`config.mk`:
```
export PLATFORM = sky130hd
export DESIGN_NAME = sdr_top
export DESIGN_NICKNAME = d
export VERILOG_FILES = /design/src/common/sdr_pkg.sv /design/src/hdl/sdr_flag.sv /design/src/hdl/sdr_top.sv
export SDC_FILE = /design/constraint.sdc
export NUM_CORES = 1
export LEC_CHECK = 0
export ABC_AREA = 1
export BUFFER_PORTS_ARGS = -buffer_cell sky130_fd_sc_hd__buf_2
export CORE_ASPECT_RATIO = 0.75
export CORE_MARGIN = 3
export CORE_UTILIZATION = 50
export CTS_CLUSTER_DIAMETER = 150
export CTS_CLUSTER_SIZE = 28
export DETAILED_ROUTE_END_ITERATION = 16
export PLACE_DENSITY_LB_ADDON = 0.3
export REMOVE_ABC_BUFFERS = 1
export SETUP_SLACK_MARGIN = 0.15
export SLEW_MARGIN = 15
export SYNTH_ARGS = -nofsm -noshare
export SYNTH_HDL_FRONTEND = slang
export SYNTH_HIERARCHICAL = 1
export SYNTH_SLANG_ARGS = --single-unit
export TNS_END_PERCENT = 20
```
`constraint.sdc`:
```
create_clock -name MCLK -period 4.05 [get_ports MCLK]
set_input_delay 0.6075 -clock MCLK [delete_from_list [all_inputs] [get_ports MCLK]]
set_output_delay 0.6075 -clock MCLK [all_outputs]
set_load 0.05 [all_outputs]
```
`src/common/sdr_pkg.sv`:
```
// How it works
// Pin level bits mirror each I/O pin, 1 high; cleared by reset, and by read only while low-power-off mode is active.
// Pin level bits hold their value while low-power-off mode is active, except when a read clears them.
// Pre-regulator byte: boost bit7 down to current limit bit1, bit0 zero.
// Boost mode bit follows the regulator mode, resets to 0, survives reads.
// Pre-regulator on bit follows the regulator, resets to 1, survives reads.
// Pre-regulator thermal warning latches high, cleared by reset or read.
// Pre-regulator thermal shutdown latches high, cleared by reset or read.
// Pre-regulator overvoltage latches high, cleared by reset or read.
// Pre-regulator undervoltage latches high, resets to 1, cleared by read.
// Pre-regulator current limit latches high, cleared by reset or read.
// Core byte: on state bit6 to feedback undervoltage bit2; bits 7,1,0 zero.
// Core on bit follows the core regulator, resets to 1, survives reads.
// Read clear lands at frame end; a live or new event sets again.
// Host reads with a 16-bit frame: command and address high, zero low.
package sdr_pkg;
  localparam int          FRAME_BITS     = 16;
  localparam int          BIT_CNT_W      = 4;
  localparam logic [7:0]  ADDR_IO_LEVEL  = 8'h16;
  localparam logic [7:0]  ADDR_PRE_DIAG  = 8'h18;
  localparam logic [7:0]  ADDR_CORE_DIAG = 8'h1A;
  localparam int          IO_COUNT       = 5;
  // Pin level byte positions, pins 5,4,3,2,0
  localparam int          IO5_POS        = 7;
  localparam int          IO4_POS        = 6;
  localparam int          IO3_POS        = 4;
  localparam int          IO2_POS        = 3;
  localparam int          IO0_POS        = 0;
  localparam int          PRE_BOOST_POS  = 7;
  localparam int          PRE_ON_POS     = 6;
  localparam int          PRE_TWARN_POS  = 5;
  localparam int          PRE_TSD_POS    = 4;
  localparam int          PRE_OV_POS     = 3;
  localparam int          PRE_UV_POS     = 2;
  localparam int          PRE_ILIM_POS   = 1;
  localparam int          CORE_ON_POS    = 6;
  localparam int          CORE_TWARN_POS = 5;
  localparam int          CORE_TSD_POS   = 4;
  localparam int          CORE_OV_POS    = 3;
  localparam int          CORE_UV_POS    = 2;
  localparam logic [4:0]  IO_RESET       = 5'h0;
  localparam logic        BOOST_RESET    = 1'b0;
  localparam logic        PRE_ON_RESET   = 1'b1;
  localparam logic        CORE_ON_RESET  = 1'b1;
  // Pre flags {twarn,tsd,ov,uv,ilim}; core flags {twarn,tsd,ov,uv}
  localparam logic [4:0]  PRE_FLAG_RESET = 5'h02;
  localparam logic [3:0]  CORE_FLAG_RST  = 4'h1;
  localparam int          SUMMARY_PRE    = 10;
  localparam int          SUMMARY_CORE   = 9;
endpackage

```
`src/hdl/sdr_flag.sv`:
```
`timescale 1ns/1ps
`default_nettype none
module sdr_flag #(
  parameter int         W   = 1,
  parameter logic [W-1:0] RST = '0
) (
  input  wire logic         MCLK,
  input  wire logic         SYS_RST,
  input  wire logic         CLK_EN,
  input  wire logic [W-1:0] ev,
  input  wire logic         clr,
  output logic [W-1:0]      flag_q
);
  logic [W-1:0] flag_d;

  genvar i;
  generate
    for (i = 0; i < W; i++)
    begin : g_bit
      // Set wins over the frame-end clear so no event is lost
      always_comb
      begin
        flag_d[i] = (clr ? 1'b0 : flag_q[i]) | ev[i];
      end
    end
  endgenerate

  always_ff @(posedge MCLK)
  begin
    if (SYS_RST)
      flag_q <= RST;
    else if (CLK_EN)
      flag_q <= flag_d;
  end
endmodule
`default_nettype wire

```
`src/hdl/sdr_top.sv`:
```
`timescale 1ns/1ps
`default_nettype none
module sdr_top (
  input  wire logic       MCLK,
  input  wire logic       SYS_RST,
  input  wire logic       CLK_EN,
  input  wire logic       SPI_CS_N,
  input  wire logic       SPI_SCLK,
  input  wire logic       SPI_MOSI,
  output logic            SPI_MISO,
  input  wire logic [4:0] IO_PIN_LEVEL,
  input  wire logic       LOW_POWER_OFF_MODE,
  input  wire logic       PREREG_BOOST_MODE,
  input  wire logic       PREREG_ON_STATE,
  input  wire logic       PREREG_THERMAL_WARNING,
  input  wire logic       PREREG_THERMAL_SHUTDOWN,
  input  wire logic       PREREG_OVERVOLTAGE,
  input  wire logic       PREREG_UNDERVOLTAGE,
  input  wire logic       PREREG_CURRENT_LIMIT,
  input  wire logic       CORE_REG_ON_STATE,
  input  wire logic       CORE_REG_THERMAL_WARNING,
  input  wire logic       CORE_REG_THERMAL_SHUTDOWN,
  input  wire logic       CORE_FEEDBACK_OVERVOLTAGE,
  input  wire logic       CORE_FEEDBACK_UNDERVOLTAGE
);
  // ------------------------------------------------------------
  // Frame engine
  // ------------------------------------------------------------
  // SCLK is oversampled on MCLK; SPI mode 0, MSB first.
  typedef enum logic [1:0] {ST_IDLE, ST_SHIFT, ST_DONE} sdr_state_t;

  sdr_state_t                      state_q, state_d;
  logic                            sclk_q, sclk_d;
  logic [sdr_pkg::BIT_CNT_W-1:0]   cnt_q, cnt_d;
  logic [sdr_pkg::FRAME_BITS-1:0]  rx_q, rx_d;
  logic [sdr_pkg::FRAME_BITS-1:0]  tx_q, tx_d;
  logic [7:0]                      addr_q, addr_d;
  logic                            miso_q, miso_d;
  logic                            rise, fall;
  logic [sdr_pkg::FRAME_BITS-1:0]  resp;
  logic                            frame_end;
  logic                            clr_io, clr_pre, clr_core;
  logic                            snap;

  // ------------------------------------------------------------
  // Register contents
  // ------------------------------------------------------------
  logic [4:0] io_q, io_d;
  logic       boost_q, boost_d, pre_on_q, pre_on_d, core_on_q, core_on_d;
  logic [4:0] pre_flags;
  logic [3:0] core_flags;
  logic [7:0] io_byte, pre_byte, core_byte;
  logic [4:0] pre_ev, pre_set, pre_seen_q, pre_seen_d;
  logic [3:0] core_ev, core_set, core_seen_q, core_seen_d;

  assign rise = SPI_SCLK & ~sclk_q;
  assign fall = ~SPI_SCLK & sclk_q;

  // Response header: summary bits flag any latched diagnostic
  always_comb
  begin
    resp = '0;
    resp[sdr_pkg::SUMMARY_PRE]  = |pre_flags;
    resp[sdr_pkg::SUMMARY_CORE] = |core_flags;
    case (rx_q[6:0])
      sdr_pkg::ADDR_IO_LEVEL[7:1]:  resp[7:0] = io_byte;
      sdr_pkg::ADDR_PRE_DIAG[7:1]:  resp[7:0] = pre_byte;
      sdr_pkg::ADDR_CORE_DIAG[7:1]: resp[7:0] = core_byte;
      default:                      resp[7:0] = 8'h00;
    endcase
  end

  always_comb
  begin
    state_d   = state_q;
    sclk_d    = SPI_SCLK;
    cnt_d     = cnt_q;
    rx_d      = rx_q;
    tx_d      = tx_q;
    addr_d    = addr_q;
    miso_d    = miso_q;
    frame_end = 1'b0;
    snap      = 1'b0;
    case (state_q)
      ST_IDLE:
      begin
        cnt_d  = '0;
        miso_d = 1'b0;
        if (!SPI_CS_N)
          state_d = ST_SHIFT;
      end
      ST_SHIFT:
      begin
        if (SPI_CS_N)
          state_d = ST_IDLE;
        else
        begin
          if (rise)
          begin
            rx_d  = {rx_q[14:0], SPI_MOSI};
            cnt_d = cnt_q + 4'h1;
            // After the address byte, latch the reply for the low byte
            if (cnt_q == 4'h7)
            begin
              addr_d = {rx_q[6:0], SPI_MOSI};
              tx_d   = resp;
              snap   = 1'b1;
            end
            if (cnt_q == 4'hF)
              state_d = ST_DONE;
          end
          if (fall)
          begin
            miso_d = tx_q[~cnt_q];
          end
        end
      end
      ST_DONE:
      begin
        if (SPI_CS_N)
        begin
          frame_end = 1'b1;
          state_d   = ST_IDLE;
        end
      end
      default: state_d = ST_IDLE;
    endcase
  end

  // Host sends address then zero byte; read command bit is ignored here
  assign clr_io   = frame_end & (addr_q[7:1] == sdr_pkg::ADDR_IO_LEVEL[7:1]);
  assign clr_pre  = frame_end & (addr_q[7:1] == sdr_pkg::ADDR_PRE_DIAG[7:1]);
  assign clr_core = frame_end & (addr_q[7:1] == sdr_pkg::ADDR_CORE_DIAG[7:1]);

  always_ff @(posedge MCLK)
  begin
    if (SYS_RST)
    begin
      state_q <= ST_IDLE;
      sclk_q  <= 1'b0;
      cnt_q   <= '0;
      rx_q    <= '0;
      tx_q    <= '0;
      addr_q  <= 8'h00;
      miso_q  <= 1'b0;
    end
    else if (CLK_EN)
    begin
      state_q <= state_d;
      sclk_q  <= sclk_d;
      cnt_q   <= cnt_d;
      rx_q    <= rx_d;
      tx_q    <= tx_d;
      addr_q  <= addr_d;
      miso_q  <= miso_d;
    end
  end

  assign SPI_MISO = miso_q;

  // ------------------------------------------------------------
  // Pin level and state bits
  // ------------------------------------------------------------
  always_comb
  begin
    io_d = io_q;
    if (clr_io)
      io_d = '0;
    if (!LOW_POWER_OFF_MODE)
      io_d = IO_PIN_LEVEL;
    else if (!clr_io)
      io_d = io_q;
    boost_d   = PREREG_BOOST_MODE;
    pre_on_d  = PREREG_ON_STATE;
    core_on_d = CORE_REG_ON_STATE;
  end

  always_ff @(posedge MCLK)
  begin
    if (SYS_RST)
    begin
      io_q      <= sdr_pkg::IO_RESET;
      boost_q   <= sdr_pkg::BOOST_RESET;
      pre_on_q  <= sdr_pkg::PRE_ON_RESET;
      core_on_q <= sdr_pkg::CORE_ON_RESET;
    end
    else if (CLK_EN)
    begin
      io_q      <= io_d;
      boost_q   <= boost_d;
      pre_on_q  <= pre_on_d;
      core_on_q <= core_on_d;
    end
  end

  // ------------------------------------------------------------
  // Latched fault flags
  // ------------------------------------------------------------
  assign pre_ev  = {PREREG_THERMAL_WARNING, PREREG_THERMAL_SHUTDOWN, PREREG_OVERVOLTAGE,
                    PREREG_UNDERVOLTAGE, PREREG_CURRENT_LIMIT};
  assign core_ev = {CORE_REG_THERMAL_WARNING, CORE_REG_THERMAL_SHUTDOWN,
                    CORE_FEEDBACK_OVERVOLTAGE, CORE_FEEDBACK_UNDERVOLTAGE};

  // An event newer than the captured reply was never reported, so it is
  // raised again in the cycle the read clear lands
  always_comb
  begin
    pre_seen_d  = snap ? pre_ev : (pre_seen_q | pre_ev);
    core_seen_d = snap ? core_ev : (core_seen_q | core_ev);
    pre_set     = pre_ev | (pre_seen_q & {5{clr_pre}});
    core_set    = core_ev | (core_seen_q & {4{clr_core}});
  end

  always_ff @(posedge MCLK)
  begin
    if (SYS_RST)
    begin
      pre_seen_q  <= 5'h0;
      core_seen_q <= 4'h0;
    end
    else if (CLK_EN)
    begin
      pre_seen_q  <= pre_seen_d;
      core_seen_q <= core_seen_d;
    end
  end

  sdr_flag #(.W(5), .RST(sdr_pkg::PRE_FLAG_RESET)) u_pre (
    .MCLK    (MCLK),
    .SYS_RST (SYS_RST),
    .CLK_EN  (CLK_EN),
    .ev      (pre_set),
    .clr     (clr_pre),
    .flag_q  (pre_flags)
  );

  sdr_flag #(.W(4), .RST(sdr_pkg::CORE_FLAG_RST)) u_core (
    .MCLK    (MCLK),
    .SYS_RST (SYS_RST),
    .CLK_EN  (CLK_EN),
    .ev      (core_set),
    .clr     (clr_core),
    .flag_q  (core_flags)
  );

  always_comb
  begin
    io_byte = 8'h00;
    io_byte[sdr_pkg::IO5_POS] = io_q[4];
    io_byte[sdr_pkg::IO4_POS] = io_q[3];
    io_byte[sdr_pkg::IO3_POS] = io_q[2];
    io_byte[sdr_pkg::IO2_POS] = io_q[1];
    io_byte[sdr_pkg::IO0_POS] = io_q[0];
    pre_byte = 8'h00;
    pre_byte[sdr_pkg::PRE_BOOST_POS] = boost_q;
    pre_byte[sdr_pkg::PRE_ON_POS]    = pre_on_q;
    pre_byte[sdr_pkg::PRE_TWARN_POS] = pre_flags[4];
    pre_byte[sdr_pkg::PRE_TSD_POS]   = pre_flags[3];
    pre_byte[sdr_pkg::PRE_OV_POS]    = pre_flags[2];
    pre_byte[sdr_pkg::PRE_UV_POS]    = pre_flags[1];
    pre_byte[sdr_pkg::PRE_ILIM_POS]  = pre_flags[0];
    core_byte = 8'h00;
    core_byte[sdr_pkg::CORE_ON_POS]    = core_on_q;
    core_byte[sdr_pkg::CORE_TWARN_POS] = core_flags[3];
    core_byte[sdr_pkg::CORE_TSD_POS]   = core_flags[2];
    core_byte[sdr_pkg::CORE_OV_POS]    = core_flags[1];
    core_byte[sdr_pkg::CORE_UV_POS]    = core_flags[0];
  end
endmodule
`default_nettype wire

```
Word level (Yosys, flattened, before mapping)

Cells that the tools add are included.

Register bits after elaboration: 59
Logic and storage cells: 103

Muxes and demuxes: 34
Add/subtract/negate cells: 1
Reduce and logical (&&, ||, !) cells: 10
Magnitude comparators: 1
Bitwise gates (word level): 24
Equal/unequal tests: 18

Operators by type and width:

| cell                  | number |
|---|---|
| $eq A7 B4 Y1 const B  | 6 |
| $pmux W8 S3           | 1 |
| $mux W1               | 18 |
| $mux W5               | 3 |
| $mux W4               | 3 |
| $reduce_and A4 Y1     | 3 |
| $mux W2               | 5 |
| $ne A2 B2 Y1 const B  | 5 |
| $or A5 B5 Y5          | 2 |
| $reduce_and A5 Y1     | 2 |
| $or A1 B1 Y1          | 9 |
| $or A4 B4 Y4          | 2 |
| $pmux W4 S2           | 1 |
| $ne A3 B3 Y1 const B  | 2 |
| $pmux W2 S3           | 1 |
| $and A1 B1 Y1         | 5 |
| $and A5 B5 Y5         | 1 |
| $lt A4 B5 Y1 const B  | 1 |
| $reduce_or A5 Y1      | 1 |
| $add A4 B1 Y4 const B | 1 |
| $and A4 B4 Y4         | 1 |
| $bmux W1 S4           | 1 |
| $eq A4 B3 Y1 const B  | 1 |
| $eq A4 B4 Y1 const B  | 1 |
| 10 further kinds      | 12 |

Longest topological paths before layout

Gate-level depths: netlist of the first run.

Depth after elaboration: 6
Mapped depth: 9

By module

Netlist of the first run, hierarchy kept.

Modules (own cells, without submodules):

| module             | cells an instance | instances | area an instance (µm²) | sequential area each (µm²) |
|---|---|---|---|---|
| sdr_top            | 342               | 1         | 2382.3                 | 980.9 |
| sdr_flag at u_pre  | 21                | 1         | 168.9                  | 100.1 |
| sdr_flag at u_core | 17                | 1         | 136.4                  | 80.1 |

Least setup slack after synthesis of the first run

OpenSTA, ideal clock, no wires.

Kind: input to register
Start point: input SPI_SCLK
End point: register tx_q[7] (netlist bit)
Setup slack: 2.468 ns
Stages on the path: 8
Arrival time: 1.450 ns
Library setup time: 0.132 ns
Cells stage by stage: inv_1 nor2_2 nand4_4 nor2_8 inv_4 buf_4 nand2_1 a21oi_1

Word-level cells in the longest chain between the ends: 2

RTL lines:

| what                               | RTL line       | text |
|---|---|---|
| start, declared                    | sdr_top.sv:8   | `input wire logic SPI_SCLK,` |
| $and A1 B1 Y1                      | sdr_top.sv:56  | `assign rise = SPI_SCLK & ~sclk_q;` |
| $reduce_and A5 Y1 (no source line) | n/a            |  |
| end signal, assigned               | sdr_top.sv:153 | `tx_q <= tx_d;` |
| end, declared                      | sdr_top.sv:36  | `logic [sdr_pkg::FRAME_BITS-1:0] tx_q, tx_d;` |

Every way passes these cells.
A chain may end at the register's enable or synchronous reset.

Worst setup path in the final report of the first run

Start point: register state_q[1]
End point: register u_pre.flag_q[2]

Word-level cells in the longest chain between the ends: 6
Elaborated cells on any way between the ends: 7
Those cells by class: eq/ne: 1; mux: 2; bitwise: 4

RTL lines:

| what                   | RTL line       | text |
|---|---|---|
| start, declared        | sdr_top.sv:32  | `sdr_state_t state_q, state_d;` |
| start signal, assigned | sdr_top.sv:149 | `state_q <= state_d;` |
| $eq A2 B2 Y1 (*)       | sdr_top.sv:84  | `case (state_q)` |
| $mux W1 (*)            | sdr_top.sv:84  |  |
| $and A1 B1 Y1 (*)      | sdr_top.sv:132 | `assign clr_pre = frame_end & (addr_q[7:1] == sdr_pkg::ADDR_PRE_DIAG[7:1]);` |
| named net clr_pre      | sdr_top.sv:42  | `logic clr_io, clr_pre, clr_core;` |
| $and A5 B5 Y5          | sdr_top.sv:210 | `pre_set = pre_ev \| (pre_seen_q & {5{clr_pre}});` |
| $or A5 B5 Y5           | sdr_top.sv:210 |  |
| $or A1 B1 Y1 (*)       | sdr_flag.sv:23 | `flag_d[i] = (clr ? 1'b0 : flag_q[i]) \| ev[i];` |
| end signal, assigned   | sdr_flag.sv:33 | `flag_q <= flag_d;` |
| end, declared          | sdr_flag.sv:12 | `output logic [W-1:0] flag_q` |

The timed path passes the listed nets; every way through them passes the cells marked *.

==> results of run 1 <==
==> worst register-to-register path, stage by stage, from the launching register on <==
cell	delay (ns)
dfxtp_1	0.51
nand3_1	0.13
nor2_1	0.74
nand2_1	0.15
nor3_1	0.25
nand2_2	0.13
nand2_1	0.08
a21oi_1	0.06
==> worst paths after layout <==
path	slack, ns	endpoint	cells after the start	startpoint
hold reg to reg	0.45	addr_q[5]	2	addr_q[5]
hold / removal	0.45	addr_q[5]	2	addr_q[5]
setup / recovery	1.87	u_pre/flag_q[2]	7	state_q[1]
setup reg to reg	1.87	u_pre/flag_q[2]	7	state_q[1]
==> synth_stat cells (all sizes together) <==
library cell,n,area share
nand4,3,0.013
o21ai,25,0.047
nand2,107,0.15
nor4,2,0.0047
nor3,10,0.023
a31o,9,0.029
or2,1,0.0023
o22ai,1,0.0023
dfxtp,58,0.43
nor3b,4,0.013
a211o,1,0.0033
nand3,19,0.035
a31oi,2,0.0047
o21a,5,0.014
a21oi,39,0.073
nor2,47,0.076
ha,1,0.0047
a211oi,1,0.0028
buf,6,0.014
inv,35,0.050
clkbuf,3,0.0042
clkinv,1,0.0014
==> layout make-up <==
class / count / area [um^2] / area share
multi-input cells: 277 / 1340 / 0.438
clock inverters: 5 / 52.6 / 0.0172
flip-flops and latches: 58 / 1160 / 0.379
well taps: 72 / 90.1 / 0.0294
inverters: 36 / 138 / 0.0450
clock buffers: 11 / 151 / 0.0495
repair buffers: 25 / 128 / 0.0417
==> cell families (layout without fill, tap and decap cells) <==
logic type | Yosys count | after routing
buf+inv | 45 | 77
fa+ha+maj | 1 | 1
compound gates | 83 | 83
flops | 58 | 58
simple gates | 193 | 193
==> metal layers <==
metal | vias up | routed length, um | track usage
met4 | 0 | 75 | 0.0475
met2 | 75 | 2520 | 0.302
li1 | 1303 | - | -
met5 | - | 0 | 0
met1 | 1151 | 3030 | 0.272
met3 | 9 | 345 | 0.0629
==> power breakdown <==
part	internal, mW	leakage, nW	switching [mW]
registers	0.592	0.473	0.0184
clock network	0.314	0.105	0.218
logic	0.0442	0.705	0.0750
total	0.950	1.28	0.312
==> per-stage QoR <==
stage	hold slack (ns)	total power, mW	util	area, um^2
floorplan	0.426	0.697	-	2640
global placement	0.440	0.737	0.567	2860
detailed placement	0.446	0.742	0.567	2860
CTS	0.455	1.27	0.608	3060
global route	0.474	1.32	0.608	3060
finish	0.449	1.26	0.608	3060
==> sequential cells by signal, indices dropped and copies added, names as in the netlist, 2 cells and up <==
name           count
addr_q             7
u_core/flag_q      4
u_pre/flag_q       5
pre_seen_q         5
cnt_q              4
io_q               5
rx_q               7
state_q            2
core_seen_q        4
tx_q              10
==> results.md, run 1 <==
* Critical path fanouts, max at 11
* Core Footprint at 5040 um^2
* Finished Layout Cells at 484
* CP Cell Sequence: nand3_1, nor2_1, nand2_1, nor3_1, nand2_2, nand2_1, a21oi_1
* Dpl hpwl at 4240 um
* CTS tree: built
* Tot GR Track Use at 0.198
* Remaining global-route overflow at 0
* # placed instances at 468
* Min-delay worst type: flop to flop
* RSZ-0062 raised after global routing: false
* Slew Viols, Final at 0
* Compound-gate portion of the synthesized area at 0.176
* Largest family of logic cells by synthesized area: simple AND/OR/NAND/NOR gates
* Commonest cells after routing, fill and taps aside: nand2_1 (105), dfxtp_1 (58), nor2_1 (43), a21oi_1 (39), inv_1 (31)
* Max cap viols at 0
* Number of I/O port buffers at 24
* Worst ir drop on vdd at 0.000210 V
* Maximum root-to-sink buffer count at 2
* Post-synthesis sequential area ratio at 0.432
* Startpoint types: flop
* Final antenna-violating net count at 0
* Min Tclk post-route at 2.18 ns
* Drt pass-1 iters at 6
* Outcome: finished clean
* CTS H-tree depth at 3
* Cell family with most CP delay: simple AND/OR/NAND/NOR gates
* Pleak at 1.28 nW
* Clock sinks at 58
* Number of distinct library cells after synthesis at 35
* CP Class: flop to flop
* Syn Inst Count at 380
* Post-synthesis xor/xnor area fraction at 0
* Wire length per cell at 12.3 um
* Routed vias/inst at 5.24
* Max Freq at 458 MHz
* CP required at 4.24 ns
* Clock Skew at 0.00552 ns
* Final Hold Vio Count at 0
* Die width at 90.7 um
* Rows at 22
* Remaining DRCs at 0
* Clock-pin slew on the worst setup and hold paths at 0.06 ns
* CP Capture Type: flop
* Postcts setup bufs at 0
* Post-Synth Adder-Cell Area at 0.00466
* PostCTS Resize Cnt at 0
* Critical Path Slowest Stage Cell: nor2_1
* Yosys Warn Count at 6
* Final setup fails at 0
* Worst Tran Pin Value at 0.944 ns
* Die height at 69.5 um
* Inserted Clock Buffers at 9
* DIE AREA at 6300 um^2
* CTS Root Cell: clkbuf_8
* Mux share of post-synthesis cell area at 0
* Initial cell density of the core at 0.534
* Via count at 2538
* # hold bufs at CTS at 0
* Setup ws final at 1.87 ns
* Worst path bufs/invs at 0
* Clk Latency, worst-skew pair at 0.33 ns
* Initial antenna violation count at 0
* # fillers at 475
* Most common cell after layout, fill and taps aside: nand2_1
* Power Dens Cells at 412 nW/um^2
* Mapped Avg Cell Area at 7.07 um^2
* Final net count at 432
* Simple-gate share of the synthesized area at 0.318
* Global placer's final weighted congestion at 0.900
* Initial drt markers at 224
* Largest net degree at the start of global routing at 30
* Area growth syn-to-layout at 13.9%
* Netlist Area Pre-Place at 2690 um^2
* Most common cell on crit path: nand2_1
* Post-Place Worst Slack at 1.64 ns
* Max incr delay on CP at 0.74 ns
* Routed WL at 5960 um
* Max_slew headroom at 0.369
* Global-route wire length before repair at 10200 um
* Flops & latches, synth at 58
* Ant. Diodes at 0
* Vias in the first global route at 2294
* Layout cells sized above 1 at 0.153
* Arrival time at the worst endpoint at 2.37 ns
* Ports at 25
* Period utilization at 0.539
* Fin Setup TNS at 0 ns
No activity file was read; power rests on OpenSTA's default activity.
==> run 2: changes to the inputs <==
clock period = 2.1 ns   (was 4.05 ns; I/O delays follow)
==> results.md, run 2 (synthesized netlist as in run 1, its figures left out) <==
* Outcome: finished clean
* CTS H-tree depth at 3
* Commonest cells after routing, fill and taps aside: nand2_1 (105), dfxtp_1 (58), nor2_1 (43), a21oi_1 (39), inv_1 (31)
* Final Hold Vio Count at 0
* Critical Path Slowest Stage Cell: dfxtp_1
* Clk Latency, worst-skew pair at 0.34 ns
* Maximum root-to-sink buffer count at 2
* Routed WL at 5910 um
* CTS Root Cell: clkbuf_8
* Max Freq at 576 MHz
* Largest net degree at the start of global routing at 29
* Clock-pin slew on the worst setup and hold paths at 0.06 ns
* Area growth syn-to-layout at 15.3%
* Wire length per cell at 12.1 um
* Drt pass-1 iters at 7
* Ports at 25
* Rows at 22
* Remaining DRCs at 0
* Final net count at 437
* Via count at 2525
* Tot GR Track Use at 0.198
* Number of I/O port buffers at 24
* # placed instances at 473
* Power Dens Cells at 794 nW/um^2
* Worst Tran Pin Value at 0.694 ns
* Remaining global-route overflow at 0
* Setup crit start: cnt_q[0]
* Hold endpoint: core_on_q
* RSZ-0062 raised after global routing: false
* DP Area at 2890 um^2
* Final setup fails at 0
* Slew Viols, Final at 0
* Die height at 69.5 um
* Arrival time at the worst endpoint at 1.96 ns
* Finished Layout Cells at 489
* Launching point of the worst reg2reg path: cnt_q[0]
* Vias in the first global route at 2192
* Reg-to-Reg End: addr_q[2]
* Clock sinks at 58
* Final core occ at 0.615
* CP required at 2.32 ns
* CP Cell Sequence: ha_1, inv_1, nor2_1, inv_1, nor2_8, inv_4, o21ai_0, a21oi_1
* Hold Crit Start: CORE_REG_ON_STATE
* Inserted Clock Buffers at 9
* Layout cells sized above 1 at 0.161
* Period utilization at 0.826
* PostCTS Resize Cnt at 0
* Max_slew headroom at 0.534
* Hold Path Depth at 3
* Initial cell density of the core at 0.534
* Die width at 90.7 um
* Final antenna-violating net count at 0
* CP Class: flop to flop
* Pleak at 1.30 nW
* DIE AREA at 6300 um^2
* Register bank with the most flops: tx_q
* Max incr delay on CP at 0.47 ns
* Initial drt markers at 177
* Startpoint types: flop
* CTS tree: built
* Clock Skew at 0.00669 ns
* FF-to-FF path depth at 8
* Top Registers: tx_q x10, addr_q x7, rx_q x7
* Max cap viols at 0
* Postcts setup bufs at 0
* Critical path fanouts, max at 28
* Max FFs per register at 10
* Ant. Diodes at 0
* Core Footprint at 5040 um^2
* Most common cell on crit path: inv_1
* Min-delay worst type: primary input to flop
* # hold bufs at CTS at 0
* Dpl hpwl at 4360 um
* Min Tclk post-route at 1.73 ns
* Routed vias/inst at 5.16
* Final instance area at 3100 um^2
* Fin Setup TNS at 0 ns
* Initial antenna violation count at 0
* Worst reg-to-reg setup slack at 0.37 ns
* Global placer's final weighted congestion at 0.862
* CP Capture Type: flop
* Most common cell after layout, fill and taps aside: nand2_1
* Worst ir drop on vdd at 0.000587 V
* Global-route wire length before repair at 10000 um
==> run 2: changes by cell type in the layout (fill, tap and decap cells not counted) <==
cell        delta
clkbuf_1       +1
clkinvlp_4     +1
buf_4          +5
clkinv_2       -2
==> run 2: how the worst max path moves through the flow <==
stage / endpoint
after CTS: addr_q[2]
after floorplan: u_pre/flag_q[3]
after detailed placement: addr_q[4]
after global placement: u_pre/flag_q[4]
final: addr_q[2]
after global routing: tx_q[3]
==> run 2: area by class of cell <==
type,count,area [um^2]
clock inverters,4,50.0
inverters,36,138
flip-flops and latches,58,1160
clock buffers,12,155
well taps,72,90.1
fillers,447,1940
repair buffers,30,165
multi-input cells,277,1340
==> run 2: worst max-delay path, delay by kind of cell, from the launching register on <==
family	cells	cell delay [ns]
fa+ha+maj	1	0.21
buf+inv	3	0.34
simple gates	2	0.35
compound gates	2	0.24
flops	1	0.47
==> run 2: per-stage QoR <==
step | power [mW] | hold WS, ns | setup WS [ns]
detailed placement | 1.44 | 0.443 | 0.404
CTS | 2.48 | 0.173 | 0.395
global placement | 1.43 | 0.442 | 0.431
finish | 2.46 | 0.183 | 0.365
global route | 2.57 | 0.203 | 0.202
floorplan | 1.34 | 0.384 | 0.531
==> run 2: routing by layer <==
layer	GRT usage	share of wire	vias up
met2	0.288	0.43	80
met3	0.0651	0.066	10
met5	0	0	-
li1	-	-	1317
met1	0.274	0.49	1118
met4	0.0662	0.011	0
==> run 2: power breakdown <==
part           switching (mW)  internal (mW)
combinational           0.144         0.0917
sequential             0.0347           1.14
clock                   0.439          0.610
